File: src/pkg/srsm_pkg.sv
// package for the sensor reconfiguration and status monitor block
package srsm_pkg;

  // ==========================================================================
  // register indices (printed offsets are register numbers, not bytes)
  localparam logic [7:0] SRSM_IDX_MON_CFG     = 8'hc0; // 192
  localparam logic [7:0] SRSM_IDX_STAT_FIRST  = 8'hd0; // 208
  localparam logic [7:0] SRSM_IDX_STAT_LAST   = 8'hd6; // 214
  localparam logic [7:0] SRSM_IDX_BLACK_CFG   = 8'h80; // samples, auto enable
  localparam logic [7:0] SRSM_IDX_BLACK_OFS   = 8'h81;
  localparam logic [7:0] SRSM_IDX_CRC_SEED    = 8'h82;
  localparam logic [7:0] SRSM_IDX_SYNC_BLACK  = 8'h83;
  localparam logic [7:0] SRSM_IDX_SYNC_IMAGE  = 8'h84;
  localparam logic [7:0] SRSM_IDX_SYNC_CRC    = 8'h85;
  localparam logic [7:0] SRSM_IDX_SYNC_TRAIN  = 8'h86;
  localparam logic [7:0] SRSM_IDX_ROI_ACTIVE  = 8'h87;
  localparam logic [7:0] SRSM_IDX_EXPO_PEND   = 8'h88; // 88..8e pending set
  localparam int         SRSM_STAT_WORDS      = 7;

  // ==========================================================================
  // field positions
  localparam int SRSM_MON_SEL_LO   = 11;
  localparam int SRSM_MON_SEL_HI   = 13;
  localparam int SRSM_AUTO_BIT     = 15;
  localparam int SRSM_SAMPLES_HI   = 7;

  // ==========================================================================
  // reset values
  localparam logic [15:0] SRSM_RST_BLACK_CFG  = 16'h8008;
  localparam logic [15:0] SRSM_RST_BLACK_OFS  = 16'h0000;
  localparam logic [15:0] SRSM_RST_CRC_SEED   = 16'h0000;
  localparam logic [15:0] SRSM_RST_SYNC_BLACK = 16'h0015;
  localparam logic [15:0] SRSM_RST_SYNC_IMAGE = 16'h0035;
  localparam logic [15:0] SRSM_RST_SYNC_CRC   = 16'h0059;
  localparam logic [15:0] SRSM_RST_SYNC_TRAIN = 16'h03a6;
  localparam logic [15:0] SRSM_RST_MON_CFG    = 16'h0000;
  localparam logic [15:0] SRSM_RST_ZERO       = 16'h0000;
  localparam logic [31:0] SRSM_UNMAPPED_DATA  = 32'h0000_0000;

  // ==========================================================================
  // monitor selector codes
  localparam logic [2:0] SRSM_MON_OFF        = 3'h0;
  localparam logic [2:0] SRSM_MON_LEVELS     = 3'h1;
  localparam logic [2:0] SRSM_MON_INTEG      = 3'h2;
  localparam logic [2:0] SRSM_MON_XRD_LINES  = 3'h3;
  localparam logic [2:0] SRSM_MON_STARTS     = 3'h4;
  localparam logic [2:0] SRSM_MON_FIRST_LINE = 3'h5;
  localparam logic [2:0] SRSM_MON_ROT        = 3'h6;
  localparam logic [2:0] SRSM_MON_XRD_KIND   = 3'h7;

  // ==========================================================================
  // sequencer events and levels arriving from the frame timing logic
  typedef struct packed {
    logic frame_start;    // pulse
    logic rot_start;      // pulse
    logic xrd_start;      // pulse
    logic integrating;    // level
    logic rot_active;     // level
    logic xrd_active;     // level
    logic black_line;     // level
    logic dummy_line;     // level
    logic first_line;     // level
  } srsm_seq_t;

  // settings handed to the datapath
  typedef struct packed {
    logic [7:0]  black_samples;
    logic        auto_black_en;
    logic [15:0] black_offset;
    logic [15:0] crc_seed;
    logic [15:0] sync_black;
    logic [15:0] sync_image;
    logic [15:0] sync_crc;
    logic [15:0] sync_train;
    logic [15:0] roi_active;
  } srsm_cfg_t;

  typedef struct packed {
    logic two;
    logic one;
    logic zero;
  } srsm_ind_t;

endpackage : srsm_pkg

File: src/design/srsm_stat_mem.sv
// status word store: pending exposure/gain set and the set in effect
`timescale 1ns/1ns
module srsm_stat_mem #(
  parameter int WORDS = 7,
  parameter int WIDTH = 16
) (
  input  wire logic                     clk,
  input  wire logic                     rst,
  input  wire logic                     wr_en,
  input  wire logic [$clog2(WORDS)-1:0] wr_idx,
  input  wire logic [WIDTH-1:0]         wr_data,
  input  wire logic                     commit,
  input  wire logic [$clog2(WORDS)-1:0] rd_idx,
  output logic      [WIDTH-1:0]         rd_pend,
  output logic      [WIDTH-1:0]         rd_live
);
  import srsm_pkg::*;

  localparam int IW = $clog2(WORDS);

  // an index needs at least one bit, so a single word is refused
  if (WORDS < 2 || WIDTH < 1)
  begin : g_bad_params
    $error("srsm_stat_mem: WORDS must be >= 2 and WIDTH >= 1");
  end

  logic [WIDTH-1:0] pend_reg [WORDS];
  logic [WIDTH-1:0] live_reg [WORDS];

  // ==========================================================================
  // pending and live words
  // live copy only moves on commit, so reads between frames stay coherent
  for (genvar g = 0; g < WORDS; g++)
  begin : g_word
    always_ff @(posedge clk)
    begin
      if (rst)
      begin
        pend_reg[g] <= '0;
        live_reg[g] <= '0;
      end
      else
      begin
        if (wr_en && wr_idx == IW'(g))
          pend_reg[g] <= wr_data;
        if (commit)
          live_reg[g] <= pend_reg[g];
      end
    end
  end

  // registered read ports
  always_ff @(posedge clk)
  begin
    if (rst)
    begin
      rd_pend <= '0;
      rd_live <= '0;
    end
    else
    begin
      // indices past the last word read as zero instead of unknown
      rd_pend <= (int'(rd_idx) < WORDS) ? pend_reg[rd_idx] : '0;
      rd_live <= (int'(rd_idx) < WORDS) ? live_reg[rd_idx] : '0;
    end
  end
endmodule // srsm_stat_mem

File: src/design/srsm_top.sv
// register bank, status reporting and indicator outputs of the sequencer
//
// Design decisions made here: the address map and the Avalon-MM interface to the registers.
`timescale 1ns/1ns

module srsm_top (
  input  wire logic              clk,
  input  wire logic              rst,
  input  wire logic [9:0]        avs_address,
  input  wire logic              avs_read,
  input  wire logic              avs_write,
  input  wire logic [31:0]       avs_writedata,
  input  wire logic [3:0]        avs_byteenable,
  output logic      [31:0]       avs_readdata,
  output logic                   avs_waitrequest,
  input  wire srsm_pkg::srsm_seq_t seq,
  output srsm_pkg::srsm_cfg_t    cfg,
  output logic                   indicator_out_zero,
  output logic                   indicator_out_one,
  output logic                   indicator_out_two
);
  import srsm_pkg::*;

  localparam int IW = $clog2(SRSM_STAT_WORDS);

  typedef enum logic [1:0] {SRSM_IDLE, SRSM_READ, SRSM_DONE} srsm_bus_t;

  srsm_bus_t   bus_reg;
  srsm_bus_t   bus_next;
  logic [7:0]  idx;
  logic [15:0] wdata;
  logic        wr_hit;
  logic [15:0] mon_cfg_reg;
  logic [15:0] black_cfg_reg;
  logic [15:0] black_ofs_reg;
  logic [15:0] crc_seed_reg;
  logic [15:0] sync_black_reg;
  logic [15:0] sync_image_reg;
  logic [15:0] sync_crc_reg;
  logic [15:0] sync_train_reg;
  logic [15:0] roi_active_reg;
  logic [15:0] rd_pend;
  logic [15:0] rd_live;
  logic [7:0]  rd_idx_reg;
  logic        stat_wr;
  logic [IW-1:0] stat_widx;
  logic [IW-1:0] stat_ridx;
  logic [2:0]  mon_sel;
  srsm_ind_t   ind_next;
  srsm_ind_t   ind_reg;

  // ==========================================================================
  // avalon slave: word index from byte address, low 16 bits per lane pair
  assign idx   = avs_address[9:2];
  assign wdata = {avs_byteenable[1] ? avs_writedata[15:8] : 8'h00,
                  avs_byteenable[0] ? avs_writedata[7:0] : 8'h00};
  // writes finish in idle, reads take a registered word; a write that
  // meets a busy read engine is stalled rather than silently dropped
  assign wr_hit = avs_write && bus_reg == SRSM_IDLE;
  assign avs_waitrequest = (avs_read && bus_reg != SRSM_DONE)
                           || (avs_write && bus_reg != SRSM_IDLE);

  // bus state: reads wait two edges for the memory read register
  always_comb
  begin
    bus_next = bus_reg;
    case (bus_reg)
      SRSM_IDLE: if (avs_read) bus_next = SRSM_READ;
      SRSM_READ: bus_next = SRSM_DONE;
      SRSM_DONE: bus_next = SRSM_IDLE;
      default:   bus_next = SRSM_IDLE;
    endcase
  end

  always_ff @(posedge clk)
  begin
    if (rst)
      bus_reg <= SRSM_IDLE;
    else
      bus_reg <= bus_next;
  end

  // ==========================================================================
  // configuration registers; lane 0 or lane 1 enables a write, a cleared lane writes zeros
  // writes land in one edge and drive cfg directly, no frame latch
  always_ff @(posedge clk)
  begin
    if (rst)
    begin
      mon_cfg_reg    <= SRSM_RST_MON_CFG;
      black_cfg_reg  <= SRSM_RST_BLACK_CFG;
      black_ofs_reg  <= SRSM_RST_BLACK_OFS;
      crc_seed_reg   <= SRSM_RST_CRC_SEED;
      sync_black_reg <= SRSM_RST_SYNC_BLACK;
      sync_image_reg <= SRSM_RST_SYNC_IMAGE;
      sync_crc_reg   <= SRSM_RST_SYNC_CRC;
      sync_train_reg <= SRSM_RST_SYNC_TRAIN;
      roi_active_reg <= SRSM_RST_ZERO;
    end
    else if (wr_hit && avs_byteenable[1:0] != 2'b00)
    begin
      case (idx)
        SRSM_IDX_MON_CFG:    mon_cfg_reg    <= wdata;
        SRSM_IDX_BLACK_CFG:  black_cfg_reg  <= wdata;
        SRSM_IDX_BLACK_OFS:  black_ofs_reg  <= wdata;
        SRSM_IDX_CRC_SEED:   crc_seed_reg   <= wdata;
        SRSM_IDX_SYNC_BLACK: sync_black_reg <= wdata;
        SRSM_IDX_SYNC_IMAGE: sync_image_reg <= wdata;
        SRSM_IDX_SYNC_CRC:   sync_crc_reg   <= wdata;
        SRSM_IDX_SYNC_TRAIN: sync_train_reg <= wdata;
        SRSM_IDX_ROI_ACTIVE: roi_active_reg <= wdata; // switch after edit
        default:             ;
      endcase
    end
  end

  // settings reach the datapath without any frame gating
  always_comb
  begin
    cfg.black_samples = black_cfg_reg[SRSM_SAMPLES_HI:0];
    cfg.auto_black_en = black_cfg_reg[SRSM_AUTO_BIT];
    cfg.black_offset  = black_ofs_reg;
    cfg.crc_seed      = crc_seed_reg;
    cfg.sync_black    = sync_black_reg;
    cfg.sync_image    = sync_image_reg;
    cfg.sync_crc      = sync_crc_reg;
    cfg.sync_train    = sync_train_reg;
    cfg.roi_active    = roi_active_reg;
  end

  // ==========================================================================
  // exposure/gain: pending set written by software, live set on frame start
  assign stat_wr   = wr_hit && idx >= SRSM_IDX_EXPO_PEND
                     && idx < SRSM_IDX_EXPO_PEND + 8'(SRSM_STAT_WORDS);
  assign stat_widx = IW'(idx - SRSM_IDX_EXPO_PEND);
  assign stat_ridx = (idx >= SRSM_IDX_STAT_FIRST)
                     ? IW'(idx - SRSM_IDX_STAT_FIRST)
                     : IW'(idx - SRSM_IDX_EXPO_PEND);

  srsm_stat_mem #(
    .WORDS (SRSM_STAT_WORDS),
    .WIDTH (16)
  ) u_stat (
    .clk     (clk),
    .rst     (rst),
    .wr_en   (stat_wr),
    .wr_idx  (stat_widx),
    .wr_data (wdata),
    .commit  (seq.frame_start),
    .rd_idx  (stat_ridx),
    .rd_pend (rd_pend),
    .rd_live (rd_live)
  );

  // latch address for the read mux stage
  always_ff @(posedge clk)
  begin
    if (rst)
      rd_idx_reg <= 8'h00;
    else if (bus_reg == SRSM_IDLE)
      rd_idx_reg <= idx;
  end

  // read data register, valid in the done cycle
  always_ff @(posedge clk)
  begin
    if (rst)
      avs_readdata <= SRSM_UNMAPPED_DATA;
    else if (bus_reg == SRSM_READ)
    begin
      avs_readdata <= SRSM_UNMAPPED_DATA;
      case (rd_idx_reg)
        SRSM_IDX_MON_CFG:    avs_readdata[15:0] <= mon_cfg_reg;
        SRSM_IDX_BLACK_CFG:  avs_readdata[15:0] <= black_cfg_reg;
        SRSM_IDX_BLACK_OFS:  avs_readdata[15:0] <= black_ofs_reg;
        SRSM_IDX_CRC_SEED:   avs_readdata[15:0] <= crc_seed_reg;
        SRSM_IDX_SYNC_BLACK: avs_readdata[15:0] <= sync_black_reg;
        SRSM_IDX_SYNC_IMAGE: avs_readdata[15:0] <= sync_image_reg;
        SRSM_IDX_SYNC_CRC:   avs_readdata[15:0] <= sync_crc_reg;
        SRSM_IDX_SYNC_TRAIN: avs_readdata[15:0] <= sync_train_reg;
        SRSM_IDX_ROI_ACTIVE: avs_readdata[15:0] <= roi_active_reg;
        default:
        begin
          if (rd_idx_reg >= SRSM_IDX_STAT_FIRST
              && rd_idx_reg <= SRSM_IDX_STAT_LAST)
            avs_readdata[15:0] <= rd_live;
          else if (rd_idx_reg >= SRSM_IDX_EXPO_PEND
                   && rd_idx_reg < SRSM_IDX_EXPO_PEND
                                   + 8'(SRSM_STAT_WORDS))
            avs_readdata[15:0] <= rd_pend;
        end
      endcase
    end
  end

  // ==========================================================================
  // indicator selection; one register stage, still ahead of serial data
  assign mon_sel = mon_cfg_reg[SRSM_MON_SEL_HI:SRSM_MON_SEL_LO];

  always_comb
  begin
    ind_next = '0;
    case (mon_sel)
      SRSM_MON_OFF:        ind_next = '0;
      SRSM_MON_LEVELS:
        ind_next = '{two: seq.dummy_line, one: seq.rot_active,
                     zero: seq.integrating};
      SRSM_MON_INTEG:
        ind_next = '{two: 1'b0, one: 1'b0, zero: seq.integrating};
      SRSM_MON_XRD_LINES:
        ind_next = '{two: seq.dummy_line, one: seq.black_line,
                     zero: seq.xrd_start};
      SRSM_MON_STARTS:
        ind_next = '{two: seq.xrd_start, one: seq.rot_start,
                     zero: seq.frame_start};
      SRSM_MON_FIRST_LINE:
        ind_next = '{two: !seq.rot_active, one: seq.rot_start,
                     zero: seq.first_line};
      SRSM_MON_ROT:
        ind_next = '{two: !seq.xrd_active, one: seq.xrd_start,
                     zero: seq.rot_active};
      SRSM_MON_XRD_KIND:
        ind_next = '{two: seq.xrd_start && seq.dummy_line,
                     one: seq.xrd_start && !seq.dummy_line
                          && !seq.black_line,
                     zero: seq.xrd_start && seq.black_line};
      default:             ind_next = '0;
    endcase
  end

  // registered pins; they lead the serial outputs by the link pipeline
  always_ff @(posedge clk)
  begin
    if (rst)
      ind_reg <= '0;
    else
      ind_reg <= ind_next;
  end

  assign indicator_out_zero = ind_reg.zero;
  assign indicator_out_one  = ind_reg.one;
  assign indicator_out_two  = ind_reg.two;
endmodule // srsm_top

File: config.mk
export PLATFORM = sky130hd
export DESIGN_NAME = srsm_top
export DESIGN_NICKNAME = d
export VERILOG_FILES = /design/src/pkg/srsm_pkg.sv /design/src/design/srsm_stat_mem.sv /design/src/design/srsm_top.sv
export SDC_FILE = /design/constraint.sdc
export NUM_CORES = 1
export LEC_CHECK = 0
export BUFFER_PORTS_ARGS = -buffer_cell sky130_fd_sc_hd__buf_2
export CORE_MARGIN = 2
export CORE_UTILIZATION = 53
export DETAILED_ROUTE_END_ITERATION = 10
export HOLD_SLACK_MARGIN = 0.05
export PLACE_DENSITY = 0.79
export SYNTH_ARGS = -nofsm -noshare
export SYNTH_HDL_FRONTEND = slang
export SYNTH_SLANG_ARGS = --single-unit
File: constraint.sdc
create_clock -name clk -period 3.03 [get_ports clk]
set_input_delay 0.1515 -clock clk [delete_from_list [all_inputs] [get_ports clk]]
set_output_delay 0.1515 -clock clk [all_outputs]
set_load 0.05 [all_outputs]
Yosys cells after proc, flatten, opt, wreduce, memory -nomap -nowiden. Memory sizes are Yosys's and may differ from the RTL's. A register that Yosys moved wholly into a read port is not among the register bits. Index checks and enable logic that the tools add are counted.

Add/sub/neg operators: 2. Multipliers: 0. Divide/modulo/power cells: 0. Order comparisons: 8. Equality and inequality tests: 34. Shifts and indexed selects: 0. Multiplexer cells: 49. Bitwise operators: 15. Reductions and logical operators: 39.

Operators with widths (count): $mux 16 (16); $eq 8x8->1 const B (18); $pmux 16 s9 (1); $ge 8x8->1 const B (4); $mux 1 (26); $pmux 3 s8 (1); $eq 3x3->1 const B (7); $logic_and 1x1->1 (19); $reduce_and 2->1 (9); $lt 8x8->1 const B (2); $mux 8 (2); $or 1x1->1 (14); $eq 3x2->1 const B (4); $le 8x8->1 const B (1); $eq 3x1->1 const B (2); $logic_not 3->1 (2); $sub 3x1->3 const B (2); $logic_not 1->1 (4); $ne 2x2->1 const B (2); $pmux 2 s2 (1); $reduce_bool 2->1 (2); $lt 3x3->1 const B (1); $mux 3 (1); $eq 2x1->1 const B (1); other kinds (5) (5).

Bits in registers: 173. Latch bits: 0. RAM bits: 224. Memory bits (read-only): 0. Output and inout port bits: 157. Memories: 2.

Memories: u_stat.live_reg (words 7, bits a word 16, read ports 1, clocked after memory_dff 1, write ports 7, RTL line srsm_stat_mem.sv:28) `logic [WIDTH-1:0] live_reg [WORDS];`; u_stat.pend_reg (words 7, bits a word 16, read ports 8, clocked after memory_dff 1, write ports 7, RTL line srsm_stat_mem.sv:27) `logic [WIDTH-1:0] pend_reg [WORDS];`.

Longest topological paths before layout.
Depth in word-level cells: 9. Gate-level depth with buffers: 9. Depth with buffers taken out: 5.

Cells and area by module. A second synthesis with hierarchy kept.

Cells, all modules: 1697. Area, all modules: 19138.4 um^2.

Modules (own cells, without submodules): srsm_stat_mem (instances 1, cells each 783, area an instance 10973.0 um^2, seq. area each 7367.1 um^2); srsm_top (instances 1, cells each 914, area an instance 8165.3 um^2, seq. area each 3463.3 um^2).

Least setup slack after synthesis. OpenSTA, ideal clock, no wires.

Path type: flip-flop to flip-flop. Start point: register bus_reg[1]. End point: memory u_stat.pend_reg[4][0] (enable). Arrival time: 2784 ps. Setup slack: -168 ps. Stages on the path, launching flop included: 6. Buffers on the path: 1. Cells stage by stage: dfxtp_1 > or3b_1 > buf_2 > or3_1 > or2_2 > o31ai_1.

RTL lines: start: declaration (RTL line srsm_top.sv:28) `srsm_bus_t bus_reg;`; start signal: assignment (RTL line srsm_top.sv:80) `bus_reg <= bus_next;`; end: declaration (RTL line srsm_stat_mem.sv:27).

Worst setup path in the final report.
Start point: register bus_reg[1]. End point: register sync_image_reg[5].

Longest elaborated chain between the ends: 4.

RTL lines: $logic_not 2->1 (RTL line srsm_top.sv:59) `assign wr_hit = avs_write && bus_reg == SRSM_IDLE;`; $logic_and 1x1->1 (RTL line srsm_top.sv:59); $logic_and 1x1->1 (RTL line srsm_top.sv:100) `else if (wr_hit && avs_byteenable[1:0] != 2'b00)`; $reduce_and 2->1 (no source line); end signal: assignment (RTL line srsm_top.sv:108) `SRSM_IDX_SYNC_IMAGE: sync_image_reg <= wdata;`; end: declaration (RTL line srsm_top.sv:38) `logic [15:0] sync_image_reg;`.

Every way passes these cells. A chain may end at the register's enable or synchronous reset.

==> flow_summary.ini <==
[outcome]
status = completed

[die]
io_pins = 216
die_y_um = 193
initial_core_util_pct = 53.5
row_count = 69
die_w_um = 193
die-area_um2 = 37100
core_area_um2 = 35300

[synthesis]
synth_top_family_by_area = simple AND/OR/NAND/NOR gates
synthSimpleGateAreaFrac_pct = 16.9
synthFlopType = edfxtp_1
post_synth_num_cell_types = 64
yosys.area_share.adder_pct = 0
synth_area_leaders = edfxtp_1 36%, dfxtp_1 22%, nand2_1 6.4%
synth.top_cell.area_share_pct = 35.6
synth-xor-area-share_pct = 0
synth_area_um2 = 18900
synth-seq-cells = 429
synth_edf_count = 224
synthArstFlopShare_pct = 0
syn_inst = 1821
synth_top_area_cell = edfxtp_1
synth_mux_area_share_pct = 9.65
synth_compound_area_share_pct = 11.9
ys_warn_count = 0
synth_area_per_cell_um2 = 10.4
synth-seq-area-share_pct = 57.4

[setup_path]
worstPathCellList = or3b_1 -> or4_1 -> or3_1 -> nand2_2 -> o211ai_2
r2r_cells = 5
crit_path_max_incr_delay_ns = 0.73
crit_family = simple AND/OR/NAND/NOR gates
start_kind = register
critical_path_depth = 5
critPathKind = register to register
worstPathArrival_ns = 3.18
cp_slowest_cell = or3_1
cp.required_ns = 3.43
path_max_fanout = 18
path_buf_inv = 0
end_kind = register

[drt]
routed_wl_mm = 56.3
drtIter0Drc = 2041
ant_nets = 0
first_pass_iters = 5
post-route-drc-count = 0
wl_per_cell_um = 22.9
vias_per_cell = 6.08
vias = 14900

[cells_and_area]
layout_commonest_cell = nand2_1
multiInputGateArea_um2 = 7350
final_nets = 2022
seq_area_um2 = 10800
syn_to_final_growth_pct = 14.9
drive_gt1_share_pct = 18.1
antennaDiodeCount = 0
final_cell_mix = 320 x nand2_1, 224 x edfxtp_1, 203 x dfxtp_1
fillers = 2754

[cts]
clock_path_buffers = 3
root_buffer = clkbuf_16
clkSlewWorstSetupHoldPaths_ns = 0.06
clkLatencyLatePin_ns = 0.54
cts_tree = built
post_cts_buffers = 0
clock-sinks = 429
cts_resized = 0
htree_levels = 2
cts_buffers = 44

[sta]
fin_crit_sh_pct = 91.5
final_hold_viol_count = 0
maxSlewHeadroom_pct = 17.5
min_period_ns = 2.77
worst_pin_slew_ns = 1.23
holdWs_ns = 0.0634
setup_viol = 0
rsz0062_at_grt = false
max_freq_ghz = 0.361
finalMaxSlewViolations = 0
tns_ns = 0
finClkSkew_ns = 0.0116

[flow_run]
drv.max_cap_violation_count = 0

[global_routing]
grt-ovfl-total = 0
grt_pass1_vias = 14100
grt_pass1_wl_mm = 83.3
grt_use_total_pct = 30.0
antenna_found_initial = 0
grt_max_degree = 113

[power]
p_leak_nw = 8.45
p_total_mw = 12.6
peakVddDrop_v = 0.000539
power_density_nw_per_um2 = 583

[placement]
place.gp.congestion = 0.972
dpl.hpwl_mm = 38.2
io_buffers = 179

[hold_path]
min_delay_path_depth = 5
hold_path.class = input pin to register
## report_power, final
part	switching (mW)	internal, mW
logic	0.662	0.305
clock network	2.22	3.04
registers	0.108	6.31
## through the flow
stage | worst slack [ns] | cells | utilization (%) | area (um2)
after floorplan | -0.0956 | 1836 | - | 18900
after global placement | 0.441 | 2364 | 57.1 | 20100
after detailed placement | 0.386 | 2364 | 57.1 | 20100
after CTS | 0.343 | 2456 | 61.4 | 21700
after global routing | 0.199 | 2456 | 61.4 | 21700
final | 0.256 | 2456 | 61.4 | 21700
## cells in the mapped netlist, types with 9 or more instances
library cell  count
buf_2            10
buf_4            25
o21ai_0          50
mux4_2           32
a21oi_1         171
nor2_1          193
dfxtp_1         205
a211oi_1         30
and2_1          136
nand2_1         320
edfxtp_1        224
clkbuf_1        120
mux2i_1         102
buf_1            14
o211ai_1         42
nor2b_1           9
a32oi_1          15
## cells by family (layout without fill, tap and decap cells)
logic type | Yosys count | count (layout)
mux | 141 | 141
other cells | 1 | 16
simple gates | 710 | 710
flops | 429 | 429
buf+inv | 177 | 336
compound gates | 363 | 363
## worst register-to-register path, stage by stage (launching register included)
cell and delay [ns]:
dfxtp_1 0.35, or3b_1 0.53, or4_1 0.69, or3_1 0.74, nand2_2 0.23, o211ai_2 0.10
## final timing paths
kind / startpoint / endpoint / slack (ns)
worst max register to register: bus_reg[1] / sync_image_reg[5] / 0.26
worst min-delay path: seq[7] / indicator_out_one / 0.06
worst min register to register: mon_cfg_reg[1] / mon_cfg_reg[1] / 0.46
worst max-delay path: bus_reg[1] / sync_image_reg[5] / 0.26
## what timing repair did
action | CTS | global route
endpoints found under the hold margin | 13 | 0
endpoints found under the setup margin | 0 | 0
hold buffers | 14 | 0
## cell type report
type | instances | share of cell area (%)
clock buffers | 67 | 6.00
clock inverters | 11 | 0.416
inverters | 7 | 0.121
multi-input cells | 1230 | 33.9
flip-flops and latches | 429 | 50.0
well taps | 461 | 2.66
repair buffers | 251 | 6.94
## per-layer routing
metal / up-vias / track usage (%) / routed length (um)
met5: - / 0 / 0
met2: 971 / 46.4 / 25800
met3: 180 / 6.69 / 6440
met1: 7125 / 41.1 / 21800
li1: 6666 / - / -
met4: 0 / 12.2 / 2280
Power figures use the tool's default switching activity.
